### src/include/nand_host_map.vh
/*
 * Constants for the NAND host sequencer: AXI4-Lite register offsets,
 * field positions, command codes and pin timing counts.
 * Assumes a 200 MHz aclk; included by bare name with the include path set.
 */
`ifndef NAND_HOST_MAP_VH
`define NAND_HOST_MAP_VH

// ----------------------------------------------------------------------
// Register offsets (byte addresses)
// ----------------------------------------------------------------------
`define REG_CTRL        8'h00
`define REG_COL         8'h04
`define REG_ROW         8'h08
`define REG_STATUS      8'h0C
`define REG_ID_LO       8'h10
`define REG_ID_HI       8'h14

// ----------------------------------------------------------------------
// Control register fields
// ----------------------------------------------------------------------
`define CTRL_GO_BIT     0
`define CTRL_OP_LSB     1
`define CTRL_OP_MSB     2
`define CTRL_CHIP_BIT   3
`define CTRL_CMD_LSB    8
`define CTRL_CMD_MSB    15

`define OP_READ_ID      2'h0
`define OP_STATUS_ENH   2'h1
`define OP_STATUS       2'h2
`define OP_ADDR5        2'h3

// ----------------------------------------------------------------------
// Status register fields
// ----------------------------------------------------------------------
`define STAT_BUSY_BIT   0
`define STAT_DONE_BIT   1
`define STAT_IDMODE_BIT 2
`define STAT_RB_BIT     3
`define STAT_BYTE_LSB   8

// ----------------------------------------------------------------------
// Command codes
// ----------------------------------------------------------------------
`define CMD_READ_ID     8'h90
`define CMD_ID_ADDR     8'h00
`define CMD_DUMMY       8'h00
`define CMD_STATUS      8'h70
`define CMD_STATUS_ENH  8'h78

// ----------------------------------------------------------------------
// Fifth ID byte fields
// ----------------------------------------------------------------------
`define ID5_ECC_LSB     0
`define ID5_PLN_LSB     2
`define ID5_PSZ_LSB     4
`define ID5_RSV_BIT     7

// ----------------------------------------------------------------------
// Pin timing: each strobe phase lasts this many aclk cycles
// ----------------------------------------------------------------------
`define STROBE_NS       25
`define CLK_NS          5
`define STROBE_CYC      ((`STROBE_NS + `CLK_NS - 1) / `CLK_NS)
`define ID_BYTES        5

`endif

### src/verilog/nand_addr_pack.v
/*
 * Packs column and row address into the five address bytes.
 * Assumes col and row are held stable while idx is stepped.
 */
`timescale 1ns/100ps
module nand_addr_pack (
	input  wire [11:0] col,
	input  wire [19:0] row,
	input  wire [2:0]  idx,
	output reg  [7:0]  addr_byte
);
	// Row = block field, plane bit, page field (high to low)
	always @* begin
		if (idx == 3'h0) begin
			addr_byte = col[7:0];
		end else if (idx == 3'h1) begin
			addr_byte = {4'h0, col[11:8]};
		end else if (idx == 3'h2) begin
			addr_byte = row[7:0];
		end else if (idx == 3'h3) begin
			addr_byte = row[15:8];
		end else begin
			addr_byte = {4'h0, row[19:16]};
		end
	end
endmodule

### src/verilog/strobe_timer.v
/*
 * Phase timer: one-cycle tick every STROBE_CYC cycles while run is high.
 * Assumes one aclk domain, synchronous active-low reset.
 */
`timescale 1ns/100ps
`include "nand_host_map.vh"
module strobe_timer #(
	parameter CYC = `STROBE_CYC
) (
	input  wire aclk,
	input  wire aresetn,
	input  wire run,
	output reg  tick
);
	reg [7:0] cnt_r;

	always @(posedge aclk) begin
		if (!aresetn || !run) begin
			cnt_r <= 8'h00;
			tick  <= 1'b0;
		end else if (cnt_r == CYC[7:0] - 8'h01) begin
			cnt_r <= 8'h00;
			tick  <= 1'b1;
		end else begin
			cnt_r <= cnt_r + 8'h01;
			tick  <= 1'b0;
		end
	end
endmodule

### src/verilog/nand_host.v
/*
 * Host-side NAND sequencer: AXI4-Lite registers order command, address
 * and read-ID/status sequences onto the 8-bit multiplexed flash bus.
 * Assumes the flash pins are buffered outside; io is split in/out/oe.
 */
`timescale 1ns/100ps
`include "nand_host_map.vh"
module nand_host (
	input  wire        aclk,
	input  wire        aresetn,
	input  wire [7:0]  s_axi_awaddr,
	input  wire        s_axi_awvalid,
	output reg         s_axi_awready,
	input  wire [31:0] s_axi_wdata,
	input  wire [3:0]  s_axi_wstrb,
	input  wire        s_axi_wvalid,
	output reg         s_axi_wready,
	output reg  [1:0]  s_axi_bresp,
	output reg         s_axi_bvalid,
	input  wire        s_axi_bready,
	input  wire [7:0]  s_axi_araddr,
	input  wire        s_axi_arvalid,
	output reg         s_axi_arready,
	output reg  [31:0] s_axi_rdata,
	output reg  [1:0]  s_axi_rresp,
	output reg         s_axi_rvalid,
	input  wire        s_axi_rready,
	output reg  [1:0]  chip_sel_n,
	output reg         cmd_latch,
	output reg         addr_latch,
	output reg         write_strobe_n,
	output reg         read_strobe_n,
	output reg         write_protect_n,
	input  wire        ready_busy_n,
	input  wire [7:0]  io_in,
	output reg  [7:0]  io_out,
	output reg         io_oe
);
	// ------------------------------------------------------------------
	// States
	// ------------------------------------------------------------------
	localparam S_IDLE = 7'b0000001;
	localparam S_WAIT = 7'b0000010;
	localparam S_CMD  = 7'b0000100;
	localparam S_ADDR = 7'b0001000;
	localparam S_READ = 7'b0010000;
	localparam S_PRE  = 7'b0100000;
	localparam S_DONE = 7'b1000000;

	reg [6:0]  state_r;
	reg        phase_r;
	reg [2:0]  idx_r;
	reg [2:0]  n_addr_r;
	reg [2:0]  n_read_r;
	reg        dummy_r;
	reg        id_mode_r;
	reg        done_r;
	reg [1:0]  op_r;
	reg        chip_r;
	reg [7:0]  cmd_r;
	reg [11:0] col_r;
	reg [19:0] row_r;
	reg [7:0]  id_r [0:4];
	reg [7:0]  last_byte_r;
	reg [7:0]  io_s1_r;
	reg [7:0]  io_s2_r;
	reg        rb_s1_r;
	reg        rb_s2_r;
	reg        aw_hold_r;
	reg        w_hold_r;
	reg [7:0]  aw_addr_r;
	reg [31:0] w_data_r;
	reg        adv_r;
	wire [2:0] next_n;
	wire [2:0] pack_idx;
	wire       tick;
	wire [7:0] addr_byte;
	wire       go;
	integer    i;

	strobe_timer u_timer (
		.aclk    (aclk),
		.aresetn (aresetn),
		.run     (state_r != S_IDLE && state_r != S_DONE),
		.tick    (tick)
	);

	nand_addr_pack u_pack (
		.col       (col_r),
		.row       (row_r),
		.idx       (pack_idx),
		.addr_byte (addr_byte)
	);

	// ------------------------------------------------------------------
	// Pin input synchronisers
	// ------------------------------------------------------------------
	always @(posedge aclk) begin
		if (!aresetn) begin
			io_s1_r <= 8'h00;
			io_s2_r <= 8'h00;
			rb_s1_r <= 1'b0;
			rb_s2_r <= 1'b0;
		end else begin
			io_s1_r <= io_in;
			io_s2_r <= io_s1_r;
			rb_s1_r <= ready_busy_n;
			rb_s2_r <= rb_s1_r;
		end
	end

	// ------------------------------------------------------------------
	// AXI4-Lite write side
	// ------------------------------------------------------------------
	assign go = aw_hold_r && w_hold_r && !s_axi_bvalid && aw_addr_r == `REG_CTRL
		&& w_data_r[`CTRL_GO_BIT] && state_r == S_IDLE;

	// Index of the address cycle that goes out next
	assign next_n   = (state_r == S_CMD) ? 3'h0 : idx_r + 3'h1;
	// Status row bytes follow the two column bytes in the packer
	assign pack_idx = (op_r == `OP_STATUS_ENH) ? next_n + 3'h2 : next_n;

	always @(posedge aclk) begin
		if (!aresetn) begin
			s_axi_awready <= 1'b1;
			s_axi_wready  <= 1'b1;
			s_axi_bvalid  <= 1'b0;
			s_axi_bresp   <= 2'h0;
			aw_hold_r     <= 1'b0;
			w_hold_r      <= 1'b0;
			aw_addr_r     <= 8'h00;
			w_data_r      <= 32'h0;
			op_r          <= 2'h0;
			chip_r        <= 1'b0;
			cmd_r         <= 8'h00;
			col_r         <= 12'h000;
			row_r         <= 20'h00000;
		end else begin
			if (s_axi_awvalid && s_axi_awready) begin
				aw_addr_r     <= s_axi_awaddr;
				aw_hold_r     <= 1'b1;
				s_axi_awready <= 1'b0;
			end
			if (s_axi_wvalid && s_axi_wready) begin
				w_data_r     <= s_axi_wdata;
				w_hold_r     <= 1'b1;
				s_axi_wready <= 1'b0;
			end
			// Writes while a sequence runs are held off until it finishes
			if (aw_hold_r && w_hold_r && !s_axi_bvalid && state_r == S_IDLE) begin
				s_axi_bvalid <= 1'b1;
				s_axi_bresp  <= 2'h0;
				if (aw_addr_r == `REG_CTRL) begin
					op_r   <= w_data_r[`CTRL_OP_MSB:`CTRL_OP_LSB];
					chip_r <= w_data_r[`CTRL_CHIP_BIT];
					cmd_r  <= w_data_r[`CTRL_CMD_MSB:`CTRL_CMD_LSB];
				end else if (aw_addr_r == `REG_COL) begin
					col_r <= w_data_r[11:0];
				end else if (aw_addr_r == `REG_ROW) begin
					row_r <= w_data_r[19:0];
				end else if (aw_addr_r != `REG_STATUS && aw_addr_r != `REG_ID_LO
					&& aw_addr_r != `REG_ID_HI) begin
					s_axi_bresp <= 2'h2;
				end
			end
			if (s_axi_bvalid && s_axi_bready) begin
				s_axi_bvalid  <= 1'b0;
				aw_hold_r     <= 1'b0;
				w_hold_r      <= 1'b0;
				s_axi_awready <= 1'b1;
				s_axi_wready  <= 1'b1;
			end
		end
	end

	// ------------------------------------------------------------------
	// AXI4-Lite read side
	// ------------------------------------------------------------------
	always @(posedge aclk) begin
		if (!aresetn) begin
			s_axi_arready <= 1'b1;
			s_axi_rvalid  <= 1'b0;
			s_axi_rdata   <= 32'h0;
			s_axi_rresp   <= 2'h0;
		end else if (s_axi_arvalid && s_axi_arready) begin
			s_axi_arready <= 1'b0;
			s_axi_rvalid  <= 1'b1;
			s_axi_rresp   <= 2'h0;
			if (s_axi_araddr == `REG_CTRL) begin
				s_axi_rdata <= {16'h0, cmd_r, 4'h0, chip_r, op_r, 1'b0};
			end else if (s_axi_araddr == `REG_COL) begin
				s_axi_rdata <= {20'h0, col_r};
			end else if (s_axi_araddr == `REG_ROW) begin
				s_axi_rdata <= {12'h0, row_r};
			end else if (s_axi_araddr == `REG_STATUS) begin
				s_axi_rdata <= {16'h0, last_byte_r, 4'h0, rb_s2_r, id_mode_r, done_r,
					state_r != S_IDLE};
			end else if (s_axi_araddr == `REG_ID_LO) begin
				s_axi_rdata <= {id_r[3], id_r[2], id_r[1], id_r[0]};
			end else if (s_axi_araddr == `REG_ID_HI) begin
				// Fifth byte: ECC code, plane count code, plane size code
				s_axi_rdata <= {13'h0, id_r[4][6:`ID5_PSZ_LSB],
					2'h0, id_r[4][3:`ID5_PLN_LSB], 2'h0, id_r[4][1:`ID5_ECC_LSB],
					id_r[4]};
			end else begin
				s_axi_rdata <= 32'h0;
				s_axi_rresp <= 2'h2;
			end
		end else if (s_axi_rvalid && s_axi_rready) begin
			s_axi_rvalid  <= 1'b0;
			s_axi_arready <= 1'b1;
		end
	end

	// ------------------------------------------------------------------
	// Flash sequencer
	// ------------------------------------------------------------------
	always @(posedge aclk) begin
		if (!aresetn) begin
			state_r         <= S_IDLE;
			phase_r         <= 1'b0;
			adv_r           <= 1'b0;
			idx_r           <= 3'h0;
			n_addr_r        <= 3'h0;
			n_read_r        <= 3'h0;
			dummy_r         <= 1'b0;
			id_mode_r       <= 1'b0;
			done_r          <= 1'b0;
			last_byte_r     <= 8'h00;
			chip_sel_n      <= 2'b11;
			cmd_latch       <= 1'b0;
			addr_latch      <= 1'b0;
			write_strobe_n  <= 1'b1;
			read_strobe_n   <= 1'b1;
			write_protect_n <= 1'b0;
			io_out          <= 8'h00;
			io_oe           <= 1'b0;
			for (i = 0; i < `ID_BYTES; i = i + 1) begin
				id_r[i] <= 8'h00;
			end
		end else begin
			case (state_r)
			S_IDLE: begin
				chip_sel_n <= 2'b11;
				io_oe      <= 1'b0;
				if (go) begin
					done_r   <= 1'b0;
					idx_r    <= 3'h0;
					phase_r  <= 1'b0;
					// Leaving ID mode toward status needs the dummy first
					// op_r loads on this same edge, so decode the written word
					dummy_r  <= id_mode_r
						&& w_data_r[`CTRL_OP_MSB:`CTRL_OP_LSB] == `OP_STATUS;
					state_r  <= S_WAIT;
				end
			end
			S_WAIT: begin
				if (rb_s2_r) begin
					chip_sel_n <= chip_r ? 2'b01 : 2'b10;
					state_r    <= S_CMD;
					if (op_r == `OP_READ_ID) begin
						io_out   <= `CMD_READ_ID;
						n_addr_r <= 3'h1;
						n_read_r <= 3'h5;
					end else if (op_r == `OP_STATUS_ENH) begin
						io_out   <= `CMD_STATUS_ENH;
						n_addr_r <= 3'h3;
						n_read_r <= 3'h1;
					end else if (op_r == `OP_STATUS) begin
						io_out   <= dummy_r ? `CMD_DUMMY : `CMD_STATUS;
						n_addr_r <= 3'h0;
						n_read_r <= 3'h1;
					end else begin
						io_out   <= cmd_r;
						n_addr_r <= 3'h5;
						n_read_r <= 3'h0;
					end
					cmd_latch <= 1'b1;
					io_oe     <= 1'b1;
				end
			end
			S_CMD, S_ADDR: begin
				adv_r <= 1'b0;
				if (tick) begin
					phase_r        <= ~phase_r;
					write_strobe_n <= phase_r;
					// Latches and byte hold one cycle past the rising strobe
					adv_r          <= phase_r;
				end
				if (adv_r) begin
					cmd_latch  <= 1'b0;
					addr_latch <= 1'b0;
					// Any new command ends ID mode on the device side
					id_mode_r  <= (state_r == S_CMD) ? (op_r == `OP_READ_ID)
						: id_mode_r;
					if (state_r == S_CMD && dummy_r) begin
						dummy_r   <= 1'b0;
						io_out    <= `CMD_STATUS;
						cmd_latch <= 1'b1;
					end else if (next_n < n_addr_r) begin
						idx_r      <= next_n;
						state_r    <= S_ADDR;
						addr_latch <= 1'b1;
						io_out     <= (op_r == `OP_READ_ID) ? `CMD_ID_ADDR : addr_byte;
					end else begin
						idx_r   <= 3'h0;
						io_oe   <= 1'b0;
						state_r <= (n_read_r != 3'h0) ? S_PRE : S_DONE;
					end
				end
			end
			S_PRE: begin
				if (tick) begin
					state_r <= S_READ;
				end
			end
			S_READ: begin
				if (tick) begin
					phase_r       <= ~phase_r;
					read_strobe_n <= phase_r;
					if (phase_r) begin
						id_r[idx_r] <= (op_r == `OP_READ_ID) ? io_s2_r : id_r[idx_r];
						last_byte_r <= io_s2_r;
						if (idx_r + 3'h1 == n_read_r) begin
							state_r <= S_DONE;
						end else begin
							idx_r <= idx_r + 3'h1;
						end
					end
				end
			end
			default: begin
				chip_sel_n <= 2'b11;
				done_r     <= 1'b1;
				state_r    <= S_IDLE;
			end
			endcase
		end
	end

endmodule

### config.mk
export PLATFORM = sky130hd
export DESIGN_NAME = nand_host
export DESIGN_NICKNAME = d
export VERILOG_FILES = /design/src/verilog/nand_addr_pack.v /design/src/verilog/strobe_timer.v /design/src/verilog/nand_host.v
export VERILOG_INCLUDE_DIRS = /design/src /design/src/include
export SDC_FILE = /design/constraint.sdc
export NUM_CORES = 1
export LEC_CHECK = 0
export ABC_AREA = 1
export BUFFER_PORTS_ARGS = -buffer_cell sky130_fd_sc_hd__buf_2
export CORE_UTILIZATION = 45
export CTS_BUF_LIST = sky130_fd_sc_hd__clkbuf_8
export CTS_CLUSTER_SIZE = 16
export DETAILED_ROUTE_END_ITERATION = 10
export GPL_ROUTABILITY_DRIVEN = 0
export GPL_TIMING_DRIVEN = 0
export PLACE_DENSITY = 0.73
export SLEW_MARGIN = 20
export SYNTH_ARGS = -nofsm -noshare
export SYNTH_HDL_FRONTEND = slang
export SYNTH_SLANG_ARGS = --single-unit
### constraint.sdc
create_clock -name aclk -period 3.25 [get_ports aclk]
set_input_delay 0.325 -clock aclk [delete_from_list [all_inputs] [get_ports aclk]]
set_output_delay 0.325 -clock aclk [all_outputs]
set_load 0.01 [all_outputs]
* Word level (Yosys, flattened, before mapping)
Memories as Yosys holds them, arrays and structs flattened.
Index checks and enable logic that the tools add are counted.
** Storage, ports and cells
- Memory bits (writable) :: 40
- Input port bits :: 68
- Memories kept :: 1
- Register bits after elaboration :: 185
- ROM bits :: 0
- Latch bits :: 0
- Word-level logic and storage cells :: 242
- Output and inout port bits :: 57
** Operators by class
- Magnitude comparators :: 1
- Add/subtract/negate cells :: 3
- Muxes and demuxes :: 94
- Div/mod/pow operators :: 0
- Shift-type cells :: 0
- Reduce and logical (&&, ||, !) cells :: 57
- Bitwise operators :: 6
- Eq/ne operators :: 40
- $mul :: 0
** Memories
- id_r :: words 5, bits a word 8, read ports 5, clocked after Yosys merged registers in 0, wr ports 5, RTL line nand_host.v:63 : reg [7:0] id_r [0:4];
** Operators by type and width (count)
- $mux W32 :: 5
- $mux W8 :: 14
- $mux W7 :: 11
- $mux W3 :: 14
- $pmux W7 S5 :: 1
- $mux W1 :: 28
- $eq A8 B3 Y1 const B :: 3
- $eq A8 B4 Y1 const B :: 3
- $mux W2 :: 12
- $mux W19 :: 1
- $ne A2 B2 Y1 const B :: 9
- $eq A8 B5 Y1 const B :: 2
- $logic_and A1 B1 Y1 :: 16
- $logic_not A8 Y1 :: 2
- $ne A8 B5 Y1 const B :: 2
- $pmux W8 S2 :: 1
- $reduce_and A2 Y1 :: 8
- $reduce_and A3 Y1 :: 5
- $reduce_and A4 Y1 :: 3
- $pmux W3 S3 :: 1
- $reduce_bool A3 Y1 :: 3
- $add A8 B1 Y8 const B :: 1
- $ne A8 B4 Y1 const B :: 1
- $pmux W1 S2 :: 4
- 35 further kinds :: 51

* Longest topological paths before layout
Gate-level depths: netlist (run 1).
- Depth after elaboration :: 14
- Mapped depth :: 17
- Mapped depth without buffers :: 17

* By module
A second synthesis (run 1) with hierarchy kept.
** Unflattened totals
- Cell total of the unflattened synthesis :: 1281
- Area, all modules :: 9788.1 sq um
** By module, submodules not included
- nand_host :: cells an instance 1141, area each 8986.1 sq um, times used 1
- strobe_timer :: cells an instance 61, area each 419.2 sq um, times used 1
- nand_addr_pack :: cells an instance 79, area each 382.9 sq um, times used 1

* Worst setup path after synthesis (run 1)
Ideal clock, no wire load.
- Kind :: reg2reg
- Start point :: register state_r[2]
- End point :: memory id_r[3][0], enable pin
- Setup time :: 0.329 ns
- Data arrival time :: 1.715 ns
- Path slack :: 1.206 ns
- Stages on the path, launching flop included :: 10
- Cells stage by stage :: dfxtp_1 -> nor2_2 -> nand2_1 -> inv_1 -> nand4_2 -> nor3_2 -> nand2_2 -> nor2_2 -> nand3_1 -> nand2_1
** RTL lines
- start: declaration :: RTL line nand_host.v:50 : reg [6:0] state_r;
- start signal: assignment :: RTL line nand_host.v:308 : state_r <= (n_read_r != 3'h0) ? S_PRE : S_DONE;
- end: declaration :: RTL line nand_host.v:63

==> results of run 1 <==
-- cell families after synthesis --
group,count (synthesis),share of synthesized area
and+or+nand+nor,467,0.215
xor gates and xnor gates,4,0.00363
DFF,222,0.502
buffers and inverters,205,0.0864
other,1,0.000389
adders and majority gates,4,0.00519
AOI/OAI and AO/OA,292,0.187
-- worst min-delay path by stage --
stage | start | slack, ns | endpoint
after CTS | s_axi_awaddr[5] | 0.02 | aw_addr_r[5]
after detailed placement | io_s1_r[3] | 0.40 | io_s2_r[3]
after floorplan | io_s1_r[0] | 0.39 | io_s2_r[0]
after global placement | rb_s1_r | 0.40 | rb_s2_r
final | s_axi_awaddr[5] | 0.05 | aw_addr_r[5]
after global routing | s_axi_awaddr[5] | 0.04 | aw_addr_r[5]
-- report_power, final --
| group | switching (mW) | internal (mW) |
|---|---|---|
| registers | 0.0794 | 2.92 |
| clock network | 1.14 | 1.31 |
| logic | 0.506 | 0.229 |
-- flip-flops by register name, indices dropped and copies added, names as in the netlist, 2 cells and up --
register and count:
last_byte_r 8, s_axi_rdata 32, id_r 40, io_s2_r 8, op_r 2, state_r 7
row_r 20, io_s1_r 8, n_read_r 2, cmd_r 8, idx_r 3, u_timer.cnt_r 8
aw_addr_r 8, io_out 8, n_addr_r 3, col_r 12, w_data_r 20, chip_sel_n 2
-- layout make-up --
cell class              count  area [um^2]  area share
plain buffers              53          263      0.0231
clock buffers              47          647      0.0570
clock inverters            21         96.3     0.00849
inverters                 152          571      0.0503
multi-input cells         770         3970       0.350
flip-flops and latches    222         4840       0.427
well taps                 275          344      0.0303
repair buffers            114          616      0.0542
-- per-layer routing --
metal	part of all wire	global-route usage	wire (um)	vias up
li1	-	-	-	4270
met1	0.43	0.323	11600	3988
met2	0.45	0.400	12200	363
met3	0.078	0.0497	2130	80
met4	0.043	0.124	1170	0
met5	0	0	0	-
-- synth_stat cells, drive strengths merged --
master	n
a21oi	131
clkbuf	33
dfxtp	182
o21a	3
dlygate4sd1	1
xnor2	1
nor3b	3
a22oi	3
o41ai	3
nor4	10
conb	1
nor3	11
a221oi	1
o21ai	85
o31ai	1
nand3	56
or2	2
buf	19
a211oi	37
o22ai	8
o221ai	2
edfxtp	40
nand4	10
nor2	155
and3	1
a2111oi	1
nand2	219
xor2	3
a31oi	1
o211ai	14
inv	152
ha	4
o2111ai	2
-- worst max-delay path: cells and delay by family (launching register included) --
kind	cells	cell delay (ns)
AND/OR/NAND/NOR	8	1.87
flip-flops	1	0.34
buffers and inverters	1	0.08
-- metrics by stage --
| step | power, mW | setup WS (ns) | hold WS [ns] | utilization | instance area [um^2] |
|---|---|---|---|---|---|
| after floorplan | 3.54 | 1.21 | 0.390 | - | 9650 |
| after global placement | 3.76 | 0.725 | 0.396 | 0.500 | 10500 |
| after detailed placement | 3.78 | 0.637 | 0.397 | 0.500 | 10500 |
| after CTS | 6.22 | 0.576 | 0.0232 | 0.540 | 11400 |
| after global routing | 6.45 | 0.338 | 0.0378 | 0.540 | 11400 |
| final | 6.19 | 0.607 | 0.0451 | 0.540 | 11400 |
==> out/qor.txt, run 1 <==
Synth area leader -> dfxtp_1
Post-DP HPWL -> 20,200 um
Worst vdd rail ir drop -> 0.241 mV
N_diodes -> 0
P_leak -> 4.83 nW
CTS tree -> done
Core area -> 0.0210 mm^2
CTS Sinks -> 222
Die Wd -> 148 um
Slew headroom -> 0.400
Commonest non-fill, non-tap cell in the layout -> nand2_1
Worst endpoint required time -> 3.43 ns
Maximum buffer depth of the clock tree -> 3
Slowest cell on crit path -> nand2_1
RR Endpoint -> id_r[2][1]
DRC errors left -> 0
First-pass DRT Iterations -> 6
Status -> complete, no violations
Num CTS Buffers -> 38
Min-Delay Path Class -> input port to flip-flop
Kind of critical path -> flip-flop to flip-flop
I/O Pins -> 125
Drt total wl -> 27,100 um
DIE HEIGHT -> 148 um
Via density -> 5.26
Initial antenna violation count -> 0
Most frequent cells in the layout -> nand2_1, dfxtp_1, inv_1
GR Util All Layers -> 0.250
Initial Util -> 0.459
H-tree depth -> 2
Unique cell type count in the Yosys netlist -> 50
Post-Synthesis Cells -> 1,195
Cell types occupying the most area after synthesis -> dfxtp_1, edfxtp_1, nand2_1
Critical Path Start Type -> flip-flop
Layout Cells excl Fill -> 1,654
# Max-Cap Violations -> 0
Max FO, Critical Path -> 10
Gr ovfl total -> 0
Global-route wire length before repair -> 42,600 um
Dpl cells -> 1,577
FF+latch count, synth -> 222
Share of cells above drive strength 1 -> 0.179
Tmin final -> 2.64 ns
Initial DRC count -> 738
Post-CTS setup buffers -> 0
Largest net degree at the start of global routing -> 11
FILL cells -> 1,984
Row cnt -> 53
Area of the die -> 0.0220 mm^2
Synthesized area per cell -> 8.07 um^2
Critical-path cell list -> nor2_2 > nand2_1 > inv_1 > nand4_2 > nor3_2 > nand2_2 > nor2_2 > nand3_1 > nand2_1
CTS root buf -> clkbuf_8
Worst setup EP type -> flip-flop
Vias in the first global route -> 8,172
Worst R2R Path Depth -> 9
Area Growth Syn to Fin -> 17.7%
Tcrit/Tclk final -> 0.813
Critical Path Source -> state_r[2]
Fmax -> 0.378 GHz
Net count, final -> 1,423
Reg-to-Reg Start -> state_r[2]
Clock Pin Slew Worst Setup and Hold Paths -> 0.06 ns
Worst-Skew Late Latency -> 0.54 ns
CTS resizes -> 0
Vias -> 8,701
Fin. Hold Viols -> 0
WHS Path Cells -> 3
Pwr/cell area -> 545 mW/mm^2
Sum Neg Setup Slack -> 0 ns
Endpoints failing setup -> 0
RSZ-0062 raised after global routing -> false
Worst Path Arrival -> 2.83 ns
Antenna Nets Post-Route -> 0
Wire length per cell -> 16.4 um
End of the critical path -> id_r[2][1]
Pins Over Slew Limit -> 0
Worst Skew -> 0.0374 ns
Post-CTS Hold Fix Bufs -> 9
Yosys warns -> 0
Peak per-stage delay on the critical path -> 0.42 ns
Register area share after synthesis -> 0.502
Port Buf Inserts -> 105
Mapped Area -> 0.00964 mm^2
Worst-Margin Slew -> 0.893 ns
Top cell type's share of synthesized area -> 0.378
Reg2Reg Setup Slack -> 0.61 ns
Note: power is estimated with default switching activity, not from simulation.
==> inputs of run 2 (changes only) <==
PLACE_DENSITY = 0.75   (was 0.73)
clock period = 2.37 ns   (was 3.25 ns; I/O delays follow)
==> run 2 against run 1 <==
Against the previous run:
- critical path depth unchanged
- worst setup slack worse by 0.47 ns
- flip-flop and latch count unchanged
- non-clock buffer count up 21
- highest routed layer unchanged
==> out/qor.txt, run 2 (synthesis results as in run 1) <==
Status -> complete, no violations
Fin. Hold Viols -> 0
Clock Pin Slew Worst Setup and Hold Paths -> 0.06 ns
Global-route wire length before repair -> 42,800 um
Area of the die -> 0.0220 mm^2
Kind of critical path -> flip-flop to flip-flop
Tmin final -> 2.23 ns
DRC errors left -> 0
P_leak -> 4.95 nW
Worst-Margin Slew -> 1.05 ns
CTS tree -> done
Core area -> 0.0210 mm^2
Worst Path Arrival -> 2.45 ns
Most frequent cells in the layout -> nand2_1, dfxtp_1, inv_1
Commonest non-fill, non-tap cell in the layout -> nand2_1
H-tree depth -> 2
Worst-Skew Late Latency -> 0.53 ns
Worst Skew -> 0.0233 ns
Wire length per cell -> 16.5 um
Tcrit/Tclk final -> 0.940
Maximum buffer depth of the clock tree -> 3
Row cnt -> 53
Area after DPL -> 0.0105 mm^2
Antenna Nets Post-Route -> 0
Net count, final -> 1,443
Drt total wl -> 27,700 um
Port Buf Inserts -> 105
First-pass DRT Iterations -> 5
Max FO, Critical Path -> 10
Slew headroom -> 0.298
CTS root buf -> clkbuf_8
Critical Path Start Type -> flip-flop
Most flops, register -> id_r
GR Util All Layers -> 0.251
Pins Over Slew Limit -> 0
CTS Sinks -> 222
Initial Util -> 0.459
Share of cells above drive strength 1 -> 0.190
Vias -> 8,891
Worst vdd rail ir drop -> 0.502 mV
Post-route cell area -> 0.0117 mm^2
Fmax -> 0.449 GHz
Max reg flops -> 40
Total power -> 8.76 mW
Largest regs -> id_r (40), s_axi_rdata (32)
Sum Neg Setup Slack -> 0 ns
Area Growth Syn to Fin -> 21.7%
Pwr/cell area -> 746 mW/mm^2
Worst setup EP type -> flip-flop
Endpoints failing setup -> 0
Die Wd -> 148 um
Initial antenna violation count -> 1
Via density -> 5.32
Initial DRC count -> 894
Post-DP HPWL -> 20,100 um
Vias in the first global route -> 8,178
Min-Delay Path Class -> input port to flip-flop
Largest net degree at the start of global routing -> 11
I/O Pins -> 125
RSZ-0062 raised after global routing -> true
Num CTS Buffers -> 36
DIE HEIGHT -> 148 um
# Max-Cap Violations -> 0
Worst endpoint required time -> 2.59 ns
Gr ovfl total -> 0
## run 2: worst max-delay path: stages, from the launching register on
cell	delay [ns]
dfxtp_1	0.35
nor2_2	0.16
nand2_1	0.11
inv_1	0.11
nand4_4	0.19
nor3_4	0.23
nand2_4	0.14
nor4_4	0.22
nand2_2	0.23
nand2_4	0.18
## run 2: timing repair
action | CTS | global route
hold buffers | 25 | 0
setup buffers | 3 | 2
setup endpoints to repair | 48 | 91
hold endpoints to repair | 25 | 0
cloned | 0 | 1
resized for setup | 8 | 29
pin swaps | 1 | 3
## run 2: path summary, 6_finish.rpt
path / start / endpoint / slack [ns] / cells past startpoint
hold / removal: s_axi_wdata[14] / w_data_r[14] / 0.01 / 3
setup / recovery: state_r[2] / id_r[0][2] / 0.14 / 9
setup reg to reg: state_r[2] / id_r[0][2] / 0.14 / 9
hold reg to reg: io_s1_r[0] / io_s2_r[0] / 0.41 / 2
## run 2: final cells by class
cell class,count,area (um^2)
inverter,152,571
timing repair buffer,135,813
clock inverter,20,166
sequential,222,4850
buffer,53,264
multi-input combinational,771,4140
antenna,1,2.50
tap,275,344
fill,1892,9290
clock buffer,43,592
## run 2: through the flow
step / worst slack, ns / hold WS, ns / instances / utilization
after floorplan: 0.326 / 0.335 / 1197 / -
after global placement: -0.141 / 0.397 / 1577 / 0.500
after detailed placement: -0.221 / 0.395 / 1577 / 0.500
after CTS: -0.108 / 0.000603 / 1668 / 0.551
after global routing: -0.0373 / 0.0208 / 1671 / 0.558
final: 0.141 / 0.0128 / 1672 / 0.558
## run 2: power breakdown
group          internal [mW]  switching (mW)  total [mW]
logic                  0.387           0.742        1.13
clock network           1.98            1.52        3.50
registers               4.01           0.117        4.13
total                   6.37            2.38        8.76
## run 2: metal layers
layer / part of all wire / global-route usage
met1: 0.42 / 0.329
met2: 0.47 / 0.406
met3: 0.081 / 0.0469
met4: 0.033 / 0.105
met5: 0 / 0
